===== config.mk =====
export PLATFORM = sky130hd
export DESIGN_NAME = urb_rx_top
export DESIGN_NICKNAME = d
export VERILOG_FILES = /design/src/hw/urb_pkg.sv /design/src/hw/urb_brg_cnt.sv /design/src/hw/urb_rx_top.sv
export VERILOG_INCLUDE_DIRS = /design/src /design/src/hw
export SDC_FILE = /design/constraint.sdc
export NUM_CORES = 1
export LEC_CHECK = 0
export BUFFER_PORTS_ARGS = -buffer_cell sky130_fd_sc_hd__clkbuf_2
export CAP_MARGIN = 30
export CORE_MARGIN = 3
export CORE_UTILIZATION = 60
export DETAILED_ROUTE_END_ITERATION = 6
export GPL_TIMING_DRIVEN = 0
export HOLD_SLACK_MARGIN = 0.08
export PLACE_DENSITY = 0.9
export RECOVER_POWER = 50
export SLEW_MARGIN = 10
export SYNTH_ARGS = -nofsm -noshare
export SYNTH_HDL_FRONTEND = slang
export SYNTH_HIERARCHICAL = 1
export SYNTH_SLANG_ARGS = --single-unit

===== constraint.sdc =====
create_clock -name hclk -period 8.4 [get_ports hclk]
set_input_delay 1.26 -clock hclk [delete_from_list [all_inputs] [get_ports hclk]]
set_output_delay 1.26 -clock hclk [all_outputs]
set_load 0.005 [all_outputs]

===== src/hw/urb_defs.svh =====
`ifndef URB_DEFS_SVH
`define URB_DEFS_SVH

// register byte offsets
`define URB_OFS_MODE 8'h00
`define URB_OFS_ERR 8'h04
`define URB_OFS_BRG 8'h08
`define URB_OFS_RXB 8'h0C
`define URB_OFS_TXS 8'h10
`define URB_OFS_STAT 8'h14

// decoded register indices, none marks an unmapped address
`define URB_IDX_MODE 3'h0
`define URB_IDX_ERR 3'h1
`define URB_IDX_BRG 3'h2
`define URB_IDX_RXB 3'h3
`define URB_IDX_TXS 3'h4
`define URB_IDX_STAT 3'h5
`define URB_IDX_NONE 3'h7

// serial_mode_control fields
`define URB_MODE_PWR 7
`define URB_MODE_TXE 6
`define URB_MODE_RXE 5
`define URB_MODE_PAR_HI 4
`define URB_MODE_PAR_LO 3
`define URB_MODE_CL8 2
`define URB_MODE_MASK 8'hFE
`define URB_MODE_RST 8'h00

// baud_divider_control fields
`define URB_BRG_SRC_HI 7
`define URB_BRG_SRC_LO 6
`define URB_BRG_DIV_HI 4
`define URB_BRG_DIV_LO 0
`define URB_BRG_MASK 8'hDF
`define URB_BRG_RST 8'h1F

// parity modes and base clock sources
`define URB_PAR_NONE 2'h0
`define URB_PAR_ZERO 2'h1
`define URB_PAR_ODD 2'h2
`define URB_PAR_EVEN 2'h3
`define URB_SRC_TMR 2'h0
`define URB_SRC_DIV2 2'h1
`define URB_SRC_DIV8 2'h2
`define URB_SRC_DIV32 2'h3

// divider floor and last data bit index per length
`define URB_DIV_MIN 5'h08
`define URB_LAST_BIT8 3'h7
`define URB_LAST_BIT7 3'h6

`endif


===== src/hw/urb_pkg.sv =====
package urb_pkg;
   localparam int DIV_W = 5;

   typedef enum logic [2:0] {RX_IDLE, RX_START, RX_DATA, RX_PARITY, RX_STOP} urb_rx_state_t;

   typedef struct packed {
      logic pe;
      logic fe;
      logic ove;
   } urb_err_t;

   typedef struct packed {
      logic [DIV_W-1:0] cnt;
   } urb_cnt_t;

   typedef struct packed {
      logic [7:0] mode;
      logic [7:0] brg;
      logic [7:0] txs;
      logic [7:0] rxbuf;
      urb_err_t err;
      logic full;
      logic [2:0] pin_s;
      logic pin_lvl;
      logic [2:0] tmr_s;
      logic tmr_lvl;
      logic [4:0] prs;
      urb_rx_state_t fsm;
      logic [7:0] sh;
      logic [2:0] bitn;
      logic par_acc;
      logic pend_pe;
      logic half;
      logic irq;
      logic dp_wr;
      logic dp_rd;
      logic [7:0] dp_addr;
      logic [31:0] rdata;
   } urb_state_t;
endpackage : urb_pkg


===== src/hw/urb_brg_cnt.sv =====
`timescale 1ns/10ps
module urb_brg_cnt (
   input wire logic hclk,
   input wire logic hresetn,
   input wire logic clk_en,
   input wire logic run,
   input wire logic clr,
   input wire logic tick,
   input wire logic [urb_pkg::DIV_W-1:0] k,
   output logic [urb_pkg::DIV_W-1:0] count,
   output logic match
);
   import urb_pkg::*;

   urb_cnt_t state_reg;
   urb_cnt_t state_next;

   // count base ticks modulo k, held at zero while stopped
   always_comb begin
      state_next = state_reg;
      if (!run || clr) begin
         state_next.cnt = '0;
      end else if (tick) begin
         state_next.cnt = (state_reg.cnt == k - 1'b1) ? '0 : state_reg.cnt + 1'b1;
      end
   end

   // match marks k base ticks since the last wrap
   assign match = run && !clr && tick && (state_reg.cnt == k - 1'b1);
   assign count = state_reg.cnt;

   always_ff @(posedge hclk or negedge hresetn) begin
      if (!hresetn) begin
         state_reg <= '0;
      end else if (clk_en) begin
         state_reg <= state_next;
      end
   end
endmodule : urb_brg_cnt


===== src/hw/urb_rx_top.sv =====
`timescale 1ns/10ps
`include "urb_defs.svh"
module urb_rx_top (
   input wire logic hclk,
   input wire logic hresetn,
   input wire logic clk_en,
   input wire logic hsel,
   input wire logic [31:0] haddr,
   input wire logic [1:0] htrans,
   input wire logic hwrite,
   input wire logic [2:0] hsize,
   input wire logic [31:0] hwdata,
   input wire logic hready,
   output logic hreadyout,
   output logic hresp,
   output logic [31:0] hrdata,
   input wire logic serial_in_pin,
   input wire logic aux_timer_output,
   output logic rx_done_irq,
   output urb_pkg::urb_err_t rx_error_status
);
   import urb_pkg::*;

   urb_state_t state_reg;
   urb_state_t state_next;

   logic unit_power_on;
   logic transmit_enable_bit;
   logic receive_enable_bit;
   logic rx_on;
   logic cl8;
   logic [1:0] par_mode;
   logic [1:0] src_sel;
   logic [DIV_W-1:0] k_div;
   logic base_tick;
   logic tmr_rise;
   logic pin_stable;
   logic pin_fall;
   logic take;
   logic tx_wr;
   logic rd_err;
   logic rd_buf;
   logic rx_match;
   logic samp;
   logic frame_done;
   logic [DIV_W-1:0] rx_cnt;
   logic [DIV_W-1:0] tx_cnt;
   urb_err_t new_err;

   // address decode shared by the write and read paths
   function automatic logic [2:0] urb_dec(input logic [7:0] a);
      case (a)
         `URB_OFS_MODE: urb_dec = `URB_IDX_MODE;
         `URB_OFS_ERR: urb_dec = `URB_IDX_ERR;
         `URB_OFS_BRG: urb_dec = `URB_IDX_BRG;
         `URB_OFS_RXB: urb_dec = `URB_IDX_RXB;
         `URB_OFS_TXS: urb_dec = `URB_IDX_TXS;
         `URB_OFS_STAT: urb_dec = `URB_IDX_STAT;
         default: urb_dec = `URB_IDX_NONE;
      endcase
   endfunction : urb_dec

   // configuration fields
   assign unit_power_on = state_reg.mode[`URB_MODE_PWR];
   assign transmit_enable_bit = state_reg.mode[`URB_MODE_TXE];
   assign receive_enable_bit = state_reg.mode[`URB_MODE_RXE];
   assign rx_on = unit_power_on && receive_enable_bit;
   assign cl8 = state_reg.mode[`URB_MODE_CL8];
   assign par_mode = state_reg.mode[`URB_MODE_PAR_HI:`URB_MODE_PAR_LO];
   assign src_sel = state_reg.brg[`URB_BRG_SRC_HI:`URB_BRG_SRC_LO];
   // divider floor; values under the legal range act as the minimum
   assign k_div = (state_reg.brg[`URB_BRG_DIV_HI:`URB_BRG_DIV_LO] < `URB_DIV_MIN) ?
      `URB_DIV_MIN : state_reg.brg[`URB_BRG_DIV_HI:`URB_BRG_DIV_LO];

   // filtered edges: second and third synchroniser stages must agree
   assign tmr_rise = (state_reg.tmr_s[1] == state_reg.tmr_s[2]) && state_reg.tmr_s[1] &&
      !state_reg.tmr_lvl;
   assign pin_stable = state_reg.pin_s[1] == state_reg.pin_s[2];
   // falling edge seen on the filtered level
   assign pin_fall = rx_on && pin_stable && !state_reg.pin_s[1] && state_reg.pin_lvl;

   // base clock select, one tick per base clock period
   always_comb begin
      case (src_sel)
         `URB_SRC_TMR: base_tick = tmr_rise;
         `URB_SRC_DIV2: base_tick = state_reg.prs[0];
         `URB_SRC_DIV8: base_tick = &state_reg.prs[2:0];
         default: base_tick = &state_reg.prs[4:0];
      endcase
      if (!unit_power_on) begin
         base_tick = 1'b0;
      end
   end

   urb_brg_cnt u_tx_cnt (
      .hclk(hclk),
      .hresetn(hresetn),
      .clk_en(clk_en),
      .run(unit_power_on && transmit_enable_bit),
      .clr(tx_wr),
      .tick(base_tick),
      .k(k_div),
      .count(tx_cnt),
      .match()
   );

   urb_brg_cnt u_rx_cnt (
      .hclk(hclk),
      .hresetn(hresetn),
      .clk_en(clk_en),
      .run(rx_on && (state_reg.fsm != RX_IDLE)),
      .clr(1'b0),
      .tick(base_tick),
      .k(k_div),
      .count(rx_cnt),
      .match(rx_match)
   );

   // every second match is a bit centre
   assign samp = rx_match && state_reg.half;

   // bus handshake; reads take one wait state so the data is registered
   assign take = hsel && hready && htrans[1];
   assign hreadyout = !state_reg.dp_rd;
   assign hresp = 1'b0;
   assign hrdata = state_reg.rdata;
   assign rx_done_irq = state_reg.irq;
   assign rx_error_status = state_reg.err;

   // next state: bus, synchronisers, receiver
   always_comb begin
      state_next = state_reg;
      tx_wr = 1'b0;
      rd_err = 1'b0;
      rd_buf = 1'b0;
      frame_done = 1'b0;
      new_err = '0;

      // address phase capture
      state_next.dp_wr = take && hwrite;
      state_next.dp_rd = take && !hwrite;
      if (take) begin
         state_next.dp_addr = haddr[7:0];
      end

      // write data phase, zero wait
      if (state_reg.dp_wr) begin
         case (urb_dec(state_reg.dp_addr))
            `URB_IDX_MODE: state_next.mode = hwdata[7:0] & `URB_MODE_MASK;
            `URB_IDX_BRG: state_next.brg = hwdata[7:0] & `URB_BRG_MASK;
            `URB_IDX_TXS: begin
               state_next.txs = hwdata[7:0];
               tx_wr = 1'b1;
            end
            default: ;
         endcase
      end

      // read data phase, data loaded in the wait cycle
      if (state_reg.dp_rd) begin
         case (urb_dec(state_reg.dp_addr))
            `URB_IDX_MODE: state_next.rdata = {24'h00_0000, state_reg.mode};
            `URB_IDX_ERR: begin
               state_next.rdata = {29'h0000_0000, state_reg.err};
               rd_err = 1'b1;
            end
            `URB_IDX_BRG: state_next.rdata = {24'h00_0000, state_reg.brg};
            `URB_IDX_RXB: begin
               state_next.rdata = {24'h00_0000, state_reg.rxbuf};
               rd_buf = 1'b1;
            end
            `URB_IDX_TXS: state_next.rdata = {24'h00_0000, state_reg.txs};
            `URB_IDX_STAT: state_next.rdata = {14'h0000, state_reg.fsm != RX_IDLE,
               state_reg.full, 3'h0, tx_cnt, 3'h0, rx_cnt};
            default: state_next.rdata = 32'h0000_0000;
         endcase
      end

      // synchronisers, the first stage feeds only the second
      state_next.pin_s = {state_reg.pin_s[1:0], serial_in_pin};
      state_next.tmr_s = {state_reg.tmr_s[1:0], aux_timer_output};
      if (state_reg.tmr_s[1] == state_reg.tmr_s[2]) begin
         state_next.tmr_lvl = state_reg.tmr_s[1];
      end
      if (!unit_power_on) begin
         state_next.pin_lvl = 1'b1;
      end else if (pin_stable) begin
         state_next.pin_lvl = state_reg.pin_s[1];
      end

      // peripheral clock prescaler
      state_next.prs = state_reg.prs + 1'b1;

      // half-bit phase toggles on each match once inside the frame
      if (rx_match && (state_reg.fsm != RX_START)) begin
         state_next.half = !state_reg.half;
      end

      case (state_reg.fsm)
         RX_IDLE: begin
            if (pin_fall) begin
               state_next.fsm = RX_START;
            end
         end
         RX_START: begin
            if (rx_match) begin
               state_next.fsm = state_reg.pin_lvl ? RX_IDLE : RX_DATA;
               state_next.half = 1'b0;
               state_next.bitn = 3'h0;
               state_next.par_acc = 1'b0;
               state_next.pend_pe = 1'b0;
            end
         end
         RX_DATA: begin
            if (samp) begin
               state_next.sh = {state_reg.pin_lvl, state_reg.sh[7:1]};
               state_next.par_acc = state_reg.par_acc ^ state_reg.pin_lvl;
               state_next.bitn = state_reg.bitn + 1'b1;
               if (state_reg.bitn == (cl8 ? `URB_LAST_BIT8 : `URB_LAST_BIT7)) begin
                  state_next.fsm = (par_mode == `URB_PAR_NONE) ? RX_STOP : RX_PARITY;
               end
            end
         end
         RX_PARITY: begin
            if (samp) begin
               case (par_mode)
                  `URB_PAR_EVEN: state_next.pend_pe = state_reg.par_acc ^ state_reg.pin_lvl;
                  `URB_PAR_ODD: state_next.pend_pe = !(state_reg.par_acc ^ state_reg.pin_lvl);
                  default: state_next.pend_pe = 1'b0;
               endcase
               state_next.fsm = RX_STOP;
            end
         end
         RX_STOP: begin
            if (samp) begin
               frame_done = 1'b1;
               state_next.fsm = RX_IDLE;
            end
         end
         default: state_next.fsm = RX_IDLE;
      endcase

      if (frame_done) begin
         new_err.pe = state_reg.pend_pe;
         new_err.fe = !state_reg.pin_lvl;
         new_err.ove = state_reg.full;
      end

      // read clears, a new flag wins
      state_next.err = (rd_err ? urb_err_t'(3'h0) : state_reg.err) | new_err;
      state_next.full = frame_done || (state_reg.full && !rd_buf);

      if (frame_done && !state_reg.full) begin
         state_next.rxbuf = cl8 ? state_reg.sh : {1'b0, state_reg.sh[7:1]};
      end

      // one line for done and error
      state_next.irq = frame_done;

      // receive disabled abandons the frame
      if (!rx_on) begin
         state_next.fsm = RX_IDLE;
      end

      if (!unit_power_on) begin
         state_next.err = '0;
         state_next.txs = 8'h00;
         state_next.rxbuf = 8'h00;
         state_next.full = 1'b0;
         state_next.prs = 5'h00;
         state_next.irq = 1'b0;
      end
   end

   // state register, frozen while the clock enable is low
   always_ff @(posedge hclk or negedge hresetn) begin
      if (!hresetn) begin
         state_reg <= '0;
         state_reg.mode <= `URB_MODE_RST;
         state_reg.brg <= `URB_BRG_RST;
         state_reg.pin_s <= 3'h7;
         state_reg.pin_lvl <= 1'b1;
      end else if (clk_en) begin
         state_reg <= state_next;
      end
   end
endmodule : urb_rx_top


==> impl_metrics.json, run 1 <==
{
  "clk_pin_slew_ns": 0.10,
  "wl_per_cell_um": 18.6,
  "grt_max_degree": 101,
  "die_x_um": 102,
  "drt-vias-per-instance": 6.15,
  "arrival_ns": 4.55,
  "path_cells": "nor2_1 > nor2b_1 > inv_1 > ha_1 > xnor2_1 > a211oi_2 > o311ai_4 > nor2_1 > nand2_1 > nor4_1 > clkdlybuf4s15_2 > buf_2 > mux2_2",
  "drcViolationCount": 0,
  "coreArea_um2": 8810,
  "antennaDiodeCount": 0,
  "numPortBuffers": 44,
  "syn_to_final_growth_pct": 11.6,
  "dp_hpwl_um": 9660,
  "cpMostUsedCell": "nor2_1",
  "path_class": "reg -> reg",
  "cp.required_ns": 8.66,
  "final_antenna_net_count": 0,
  "finalClockSkew_ns": 0.0124,
  "vias": 4300,
  "grt_pass1_vias": 4145,
  "antenna_found_initial": 0,
  "status": "finished, final reports clean",
  "leakage_uw": 0.00284,
  "root_buffer": "clkbuf_8",
  "slowest_stage": "dfstp_2",
  "ys.warnings.count": 6,
  "initial_core_util_pct": 62.6,
  "final_cells": 699,
  "cts_buffers": 9,
  "synth_area_um2": 5520,
  "final_area_um2": 6160,
  "dp_cells": 683,
  "clkLatencyLatePin_ns": 0.38,
  "setup_violations": 0,
  "die_y_um": 102,
  "grt_pass1_wl_um": 20800,
  "worst_hold_path_type": "reg -> reg",
  "irDropWorstVdd_mv": 0.119,
  "max_freq_mhz": 234,
  "nets": 673,
  "worst_pin_slew_ns": 0.789,
  "cts_resized": 0,
  "syn_area_per_cell_um2": 10.8,
  "row_count": 34,
  "dieArea_um2": 10400,
  "h-tree-depth": 3,
  "min_period_over_period_pct": 51.0,
  "powerDensity_nw_per_um2": 158,
  "hold_viol": 0,
  "largest_register_ffs": 61,
  "slew_headroom_pct": 47.1,
  "fin_ws_ns": 4.12,
  "critPathMaxStageDelay_ns": 0.58,
  "pre_cts_slack_ns": 4.23,
  "slew_violations": 0,
  "drv_cap": 0,
  "place_congestion": 0.944,
  "holdBufCountCts": 0,
  "rsz0062_at_grt": "no",
  "cts.sinks": 100,
  "routed_wl_um": 13000,
  "placed_area_um2": 5960,
  "cts_tree": "yes",
  "clk_path_buf_depth": 2,
  "drt-initial-drc-count": 287,
  "syn_inst": 511,
  "post-cts-setup-buffer-count": 0,
  "grtUsageTotal_pct": 26.2,
  "overflow": 0,
  "post-route-min-period_ns": 4.28,
  "crit_fanout": 10,
  "worstSetupEndpointType": "register",
  "ios": 115,
  "cp-start-kind": "register",
  "drive_gt1_share_pct": 27.7,
  "drt_pass1_iterations": 5,
  "timing.setup.tns_ns": 0
}
[final cells by class]
class / instances / area [um^2]
multi-input cells: 360 / 2660
fillers: 677 / 2650
flip-flops and latches: 100 / 2510
plain buffers: 54 / 349
repair buffers: 45 / 239
well taps: 108 / 135
clock buffers: 10 / 128
clock inverters: 6 / 71.3
inverters: 16 / 60.1
[power by group]
| group | leakage [uW] | switching, uW | internal (uW) | total, uW |
|---|---|---|---|---|
| sequential | 0.00134 | 25.3 | 506 | 531 |
| clock | 0.0000992 | 174 | 142 | 316 |
| combinational | 0.00141 | 72.6 | 54.2 | 127 |
| total | 0.00284 | 272 | 701 | 974 |
[cells in the final DEF (no fill, tap or decap), types with 4 or more instances in the layout]
master and n:
xnor2_1 9, clkbuf_8 10, nand2_1 40, a22o_1 11, nor2_1 16, conb_1 20, a2bb2oi_1 4, inv_1 15
dfstp_2 9, nor3_1 5, nand2b_1 7, dfrtp_1 91, and3_1 5, a32o_1 4, xor2_1 9, o21ai_1 7
a21o_1 4, nor2b_1 7, clkbuf_2 42, o2bb2ai_1 12, mux2_2 38, buf_4 34, nand3b_1 5, o21ai_0 20
clkbuf_1 15, a31oi_1 4, mux2i_1 22, nand3_1 32, a21oi_1 9, ha_1 10, o22ai_1 4
[metrics by stage]
stage / hold WS, ns / power (uW) / util [%]
final: 0.496 / 974 / 69.9
after global placement: 0.467 / 658 / 67.5
after detailed placement: 0.477 / 665 / 67.7
after floorplan: 0.450 / 620 / -
after CTS: 0.497 / 977 / 70.0
after global routing: 0.527 / 1010 / 69.9
[worst paths after layout]
kind	start	to	slack [ns]	cells past startpoint
worst min-delay path	rx_done_irq	rx_done_irq	0.50	1
worst max register to register	state_reg[97]	state_reg[50]	4.12	13
worst min register to register	rx_done_irq	rx_done_irq	0.50	1
min in group asynchronous	hresetn	state_reg[47]	0.95	1
worst max-delay path	state_reg[97]	state_reg[50]	4.12	13
max in group asynchronous	hresetn	u_rx_cnt/count[0]	6.92	1
[critical path: cells and delay by family (launching register included)]
kind | cells | cell delay, ns
compound gates | 2 | 0.47
xor+xnor | 1 | 0.13
fa+ha+maj | 1 | 0.32
buf+inv | 3 | 0.70
flops | 1 | 0.58
mux | 1 | 0.37
simple gates | 5 | 1.59
[per-layer routing]
| metal | global-route usage, % | wire length [um] | vias to the layer above |
|---|---|---|---|
| li1 | - | - | 1948 |
| met1 | 33.4 | 5270 | 2093 |
| met2 | 44.1 | 6360 | 221 |
| met3 | 6.83 | 1020 | 38 |
| met4 | 8.17 | 316 | 0 |
| met5 | 0 | 0 | - |
No activity file was read; power rests on OpenSTA's default activity.
==> run 2, diff against run 1 <==
--- a/config.mk
+++ b/config.mk
@@ -9,11 +9,11 @@
 export BUFFER_PORTS_ARGS = -buffer_cell sky130_fd_sc_hd__clkbuf_2
 export CAP_MARGIN = 30
 export CORE_MARGIN = 3
-export CORE_UTILIZATION = 60
+export CORE_UTILIZATION = 50
 export DETAILED_ROUTE_END_ITERATION = 6
 export GPL_TIMING_DRIVEN = 0
 export HOLD_SLACK_MARGIN = 0.08
-export PLACE_DENSITY = 0.9
+export PLACE_DENSITY = 0.81
 export RECOVER_POWER = 50
 export SLEW_MARGIN = 10
 export SYNTH_ARGS = -nofsm -noshare
==> constraint.sdc (replaced) <==
create_clock -name hclk -period 3.9 [get_ports hclk]
set_input_delay 0.585 -clock hclk [delete_from_list [all_inputs] [get_ports hclk]]
set_output_delay 0.585 -clock hclk [all_outputs]
set_load 0.005 [all_outputs]
==> run 2 against run 1 <==
Net effect:
- the run now ends with max-capacitance violations, max-slew violations left
- count of clock-buffer cells in the layout up 1
- largest power group unchanged
- clock skew down 0.00086 ns
- routed wire length down 2.2%
- die area up 19%
- maximum frequency up 17%
- combinational power up 110%
- first-iteration DRC count down 8.4%
==> impl_metrics.json, run 2 (same netlist as run 1, synthesis figures left out) <==
{
  "status": "complete, but fails checks",
  "violations": "max-capacitance violations, max-slew violations",
  "slew_violations": 101,
  "seqCellArea_um2": 2510,
  "multiInputGateArea_um2": 2690,
  "final_util_pct": 59.1,
  "finalClockSkew_ns": 0.0116,
  "cts.sinks": 100,
  "vias": 4243,
  "syn_to_final_growth_pct": 12.5,
  "leakage_uw": 0.00284,
  "slowest_stage": "dfstp_2",
  "coreArea_um2": 10500,
  "dieArea_um2": 12300,
  "irDropWorstVdd_mv": 0.237,
  "critPathMaxStageDelay_ns": 0.59,
  "dp_hpwl_um": 9330,
  "cp.required_ns": 4.16,
  "slew_headroom_pct": -61.6,
  "cp-start-kind": "register",
  "path_cells": "nor2_1 > nor2b_2 > inv_1 > ha_1 > xnor2_1 > a211oi_2 > o311ai_4 > nor2_4 > nand2_1 > or4b_4 > o21ai_0 > nand2_1 > mux2_2",
  "h-tree-depth": 3,
  "post-cts-setup-buffer-count": 0,
  "hold_viol": 0,
  "layout_common_cells": "91 x dfrtp_1, 42 x clkbuf_2, 40 x nand2_1, 39 x mux2_2, 34 x buf_4",
  "ios": 115,
  "powerDensity_nw_per_um2": 339,
  "worstSetupEndpointType": "register",
  "row_count": 37,
  "grt_max_degree": 101,
  "arrival_ns": 3.94,
  "min_period_over_period_pct": 94.2,
  "clk_pin_slew_ns": 0.10,
  "grt_pass1_wl_um": 21000,
  "place_congestion": 0.906,
  "wl_per_cell_um": 17.5,
  "drt-vias-per-instance": 5.84,
  "crit_fanout": 8,
  "numPortBuffers": 44,
  "worst_pin_slew_ns": 2.42,
  "cts_tree": "yes",
  "initial_core_util_pct": 52.5,
  "drt_pass1_iterations": 5,
  "drcViolationCount": 0,
  "path_class": "reg -> reg",
  "antennaDiodeCount": 0,
  "grt_pass1_vias": 4190,
  "largest_register_ffs": 61,
  "root_buffer": "clkbuf_8",
  "post-route-min-period_ns": 3.67,
  "drive_gt1_share_pct": 28.6,
  "cts_buffers": 9,
  "pre_cts_slack_ns": -0.300,
  "die_x_um": 111,
  "antenna_found_initial": 0,
  "fin_ws_ns": 0.226,
  "holdBufCountCts": 0,
  "drt-initial-drc-count": 263,
  "max_freq_mhz": 272,
  "clkLatencyLatePin_ns": 0.37,
  "cpMostUsedCell": "nand2_1",
  "worst_hold_path_type": "in -> reg",
  "final_antenna_net_count": 0,
  "grtUsageTotal_pct": 20.9,
  "rsz0062_at_grt": "no",
  "n_fill_cell": 875,
  "routed_wl_um": 12700,
  "die_y_um": 111,
  "nets": 672,
  "clk_path_buf_depth": 2,
  "overflow": 0,
  "setup_violations": 0,
  "final_common_cell": "dfrtp_1",
  "drv_cap": 1,
  "total_power_uw": 2110
}
-- run 2: changes by cell type in the layout (fill, tap and decap cells not counted), sizes merged --
cell | previous run | this run
buf | 39 | 40
clkinvlp | 1 | 2
inv | 18 | 16
clkdlybuf4s15 | 1 | 0
-- run 2: path summary, 6_finish.rpt --
check,to,depth (start not counted),from,slack [ns]
min reg2reg,state_reg[45],1,state_reg[45],0.49
min,state_reg[40],2,hwrite,0.42
min in group asynchronous,state_reg[35],1,hresetn,0.96
max reg2reg,state_reg[84],13,state_reg[97],0.23
max in group asynchronous,state_reg[49],1,hresetn,1.55
max,state_reg[84],13,state_reg[97],0.23
-- run 2: where the power goes --
part	switching (uW)	internal [uW]	total (uW)	leakage, uW
clock	359	333	692	0.000102
sequential	54.7	1090	1140	0.00134
combinational	155	116	271	0.00140
-- run 2: metrics by stage --
step                      hold slack [ns]  cell area [um^2]  TNS [ns]  std cells
after floorplan                     0.289              5590         0        530
final                               0.415              6210         0        726
after global routing                0.423              6210         0        726
after detailed placement            0.474              5990     -2.32        710
after global placement              0.468              5980     -1.47        710
after CTS                           0.330              6210         0        726
-- run 2: repair_timing --
item                                    in CTS  in global routing
resized for setup                            3                  3
endpoints found under the setup margin      20                 15
hold endpoints to repair                     0                  0
-- run 2: cell type report --
type,count,share of cell area [%]
Clock buffer,11,2.44
Sequential cell,100,40.5
Clock inverter,5,0.947
Timing Repair Buffer,44,3.51
Multi-Input combinational cell,360,43.3
Buffer,54,5.64
Tap cell,136,2.74
Inverter,16,0.968
-- run 2: critical path: cells and delay by family (launching register included) --
kind                     cells  cell delay (ns)
AO/OA/AOI/OAI                3             0.65
XOR/XNOR                     1             0.14
adder cells (fa/ha/maj)      1             0.31
buffers and inverters        1             0.10
flip-flops                   1             0.59
multiplexers                 1             0.32
AND/OR/NAND/NOR              6             1.45
-- run 2: metal layers --
metal | global-route usage [%] | share of wire, %
met5 | 0 | 0
met4 | 8.84 | 3.1
met3 | 3.55 | 6.3
met2 | 35.0 | 49
met1 | 27.0 | 42
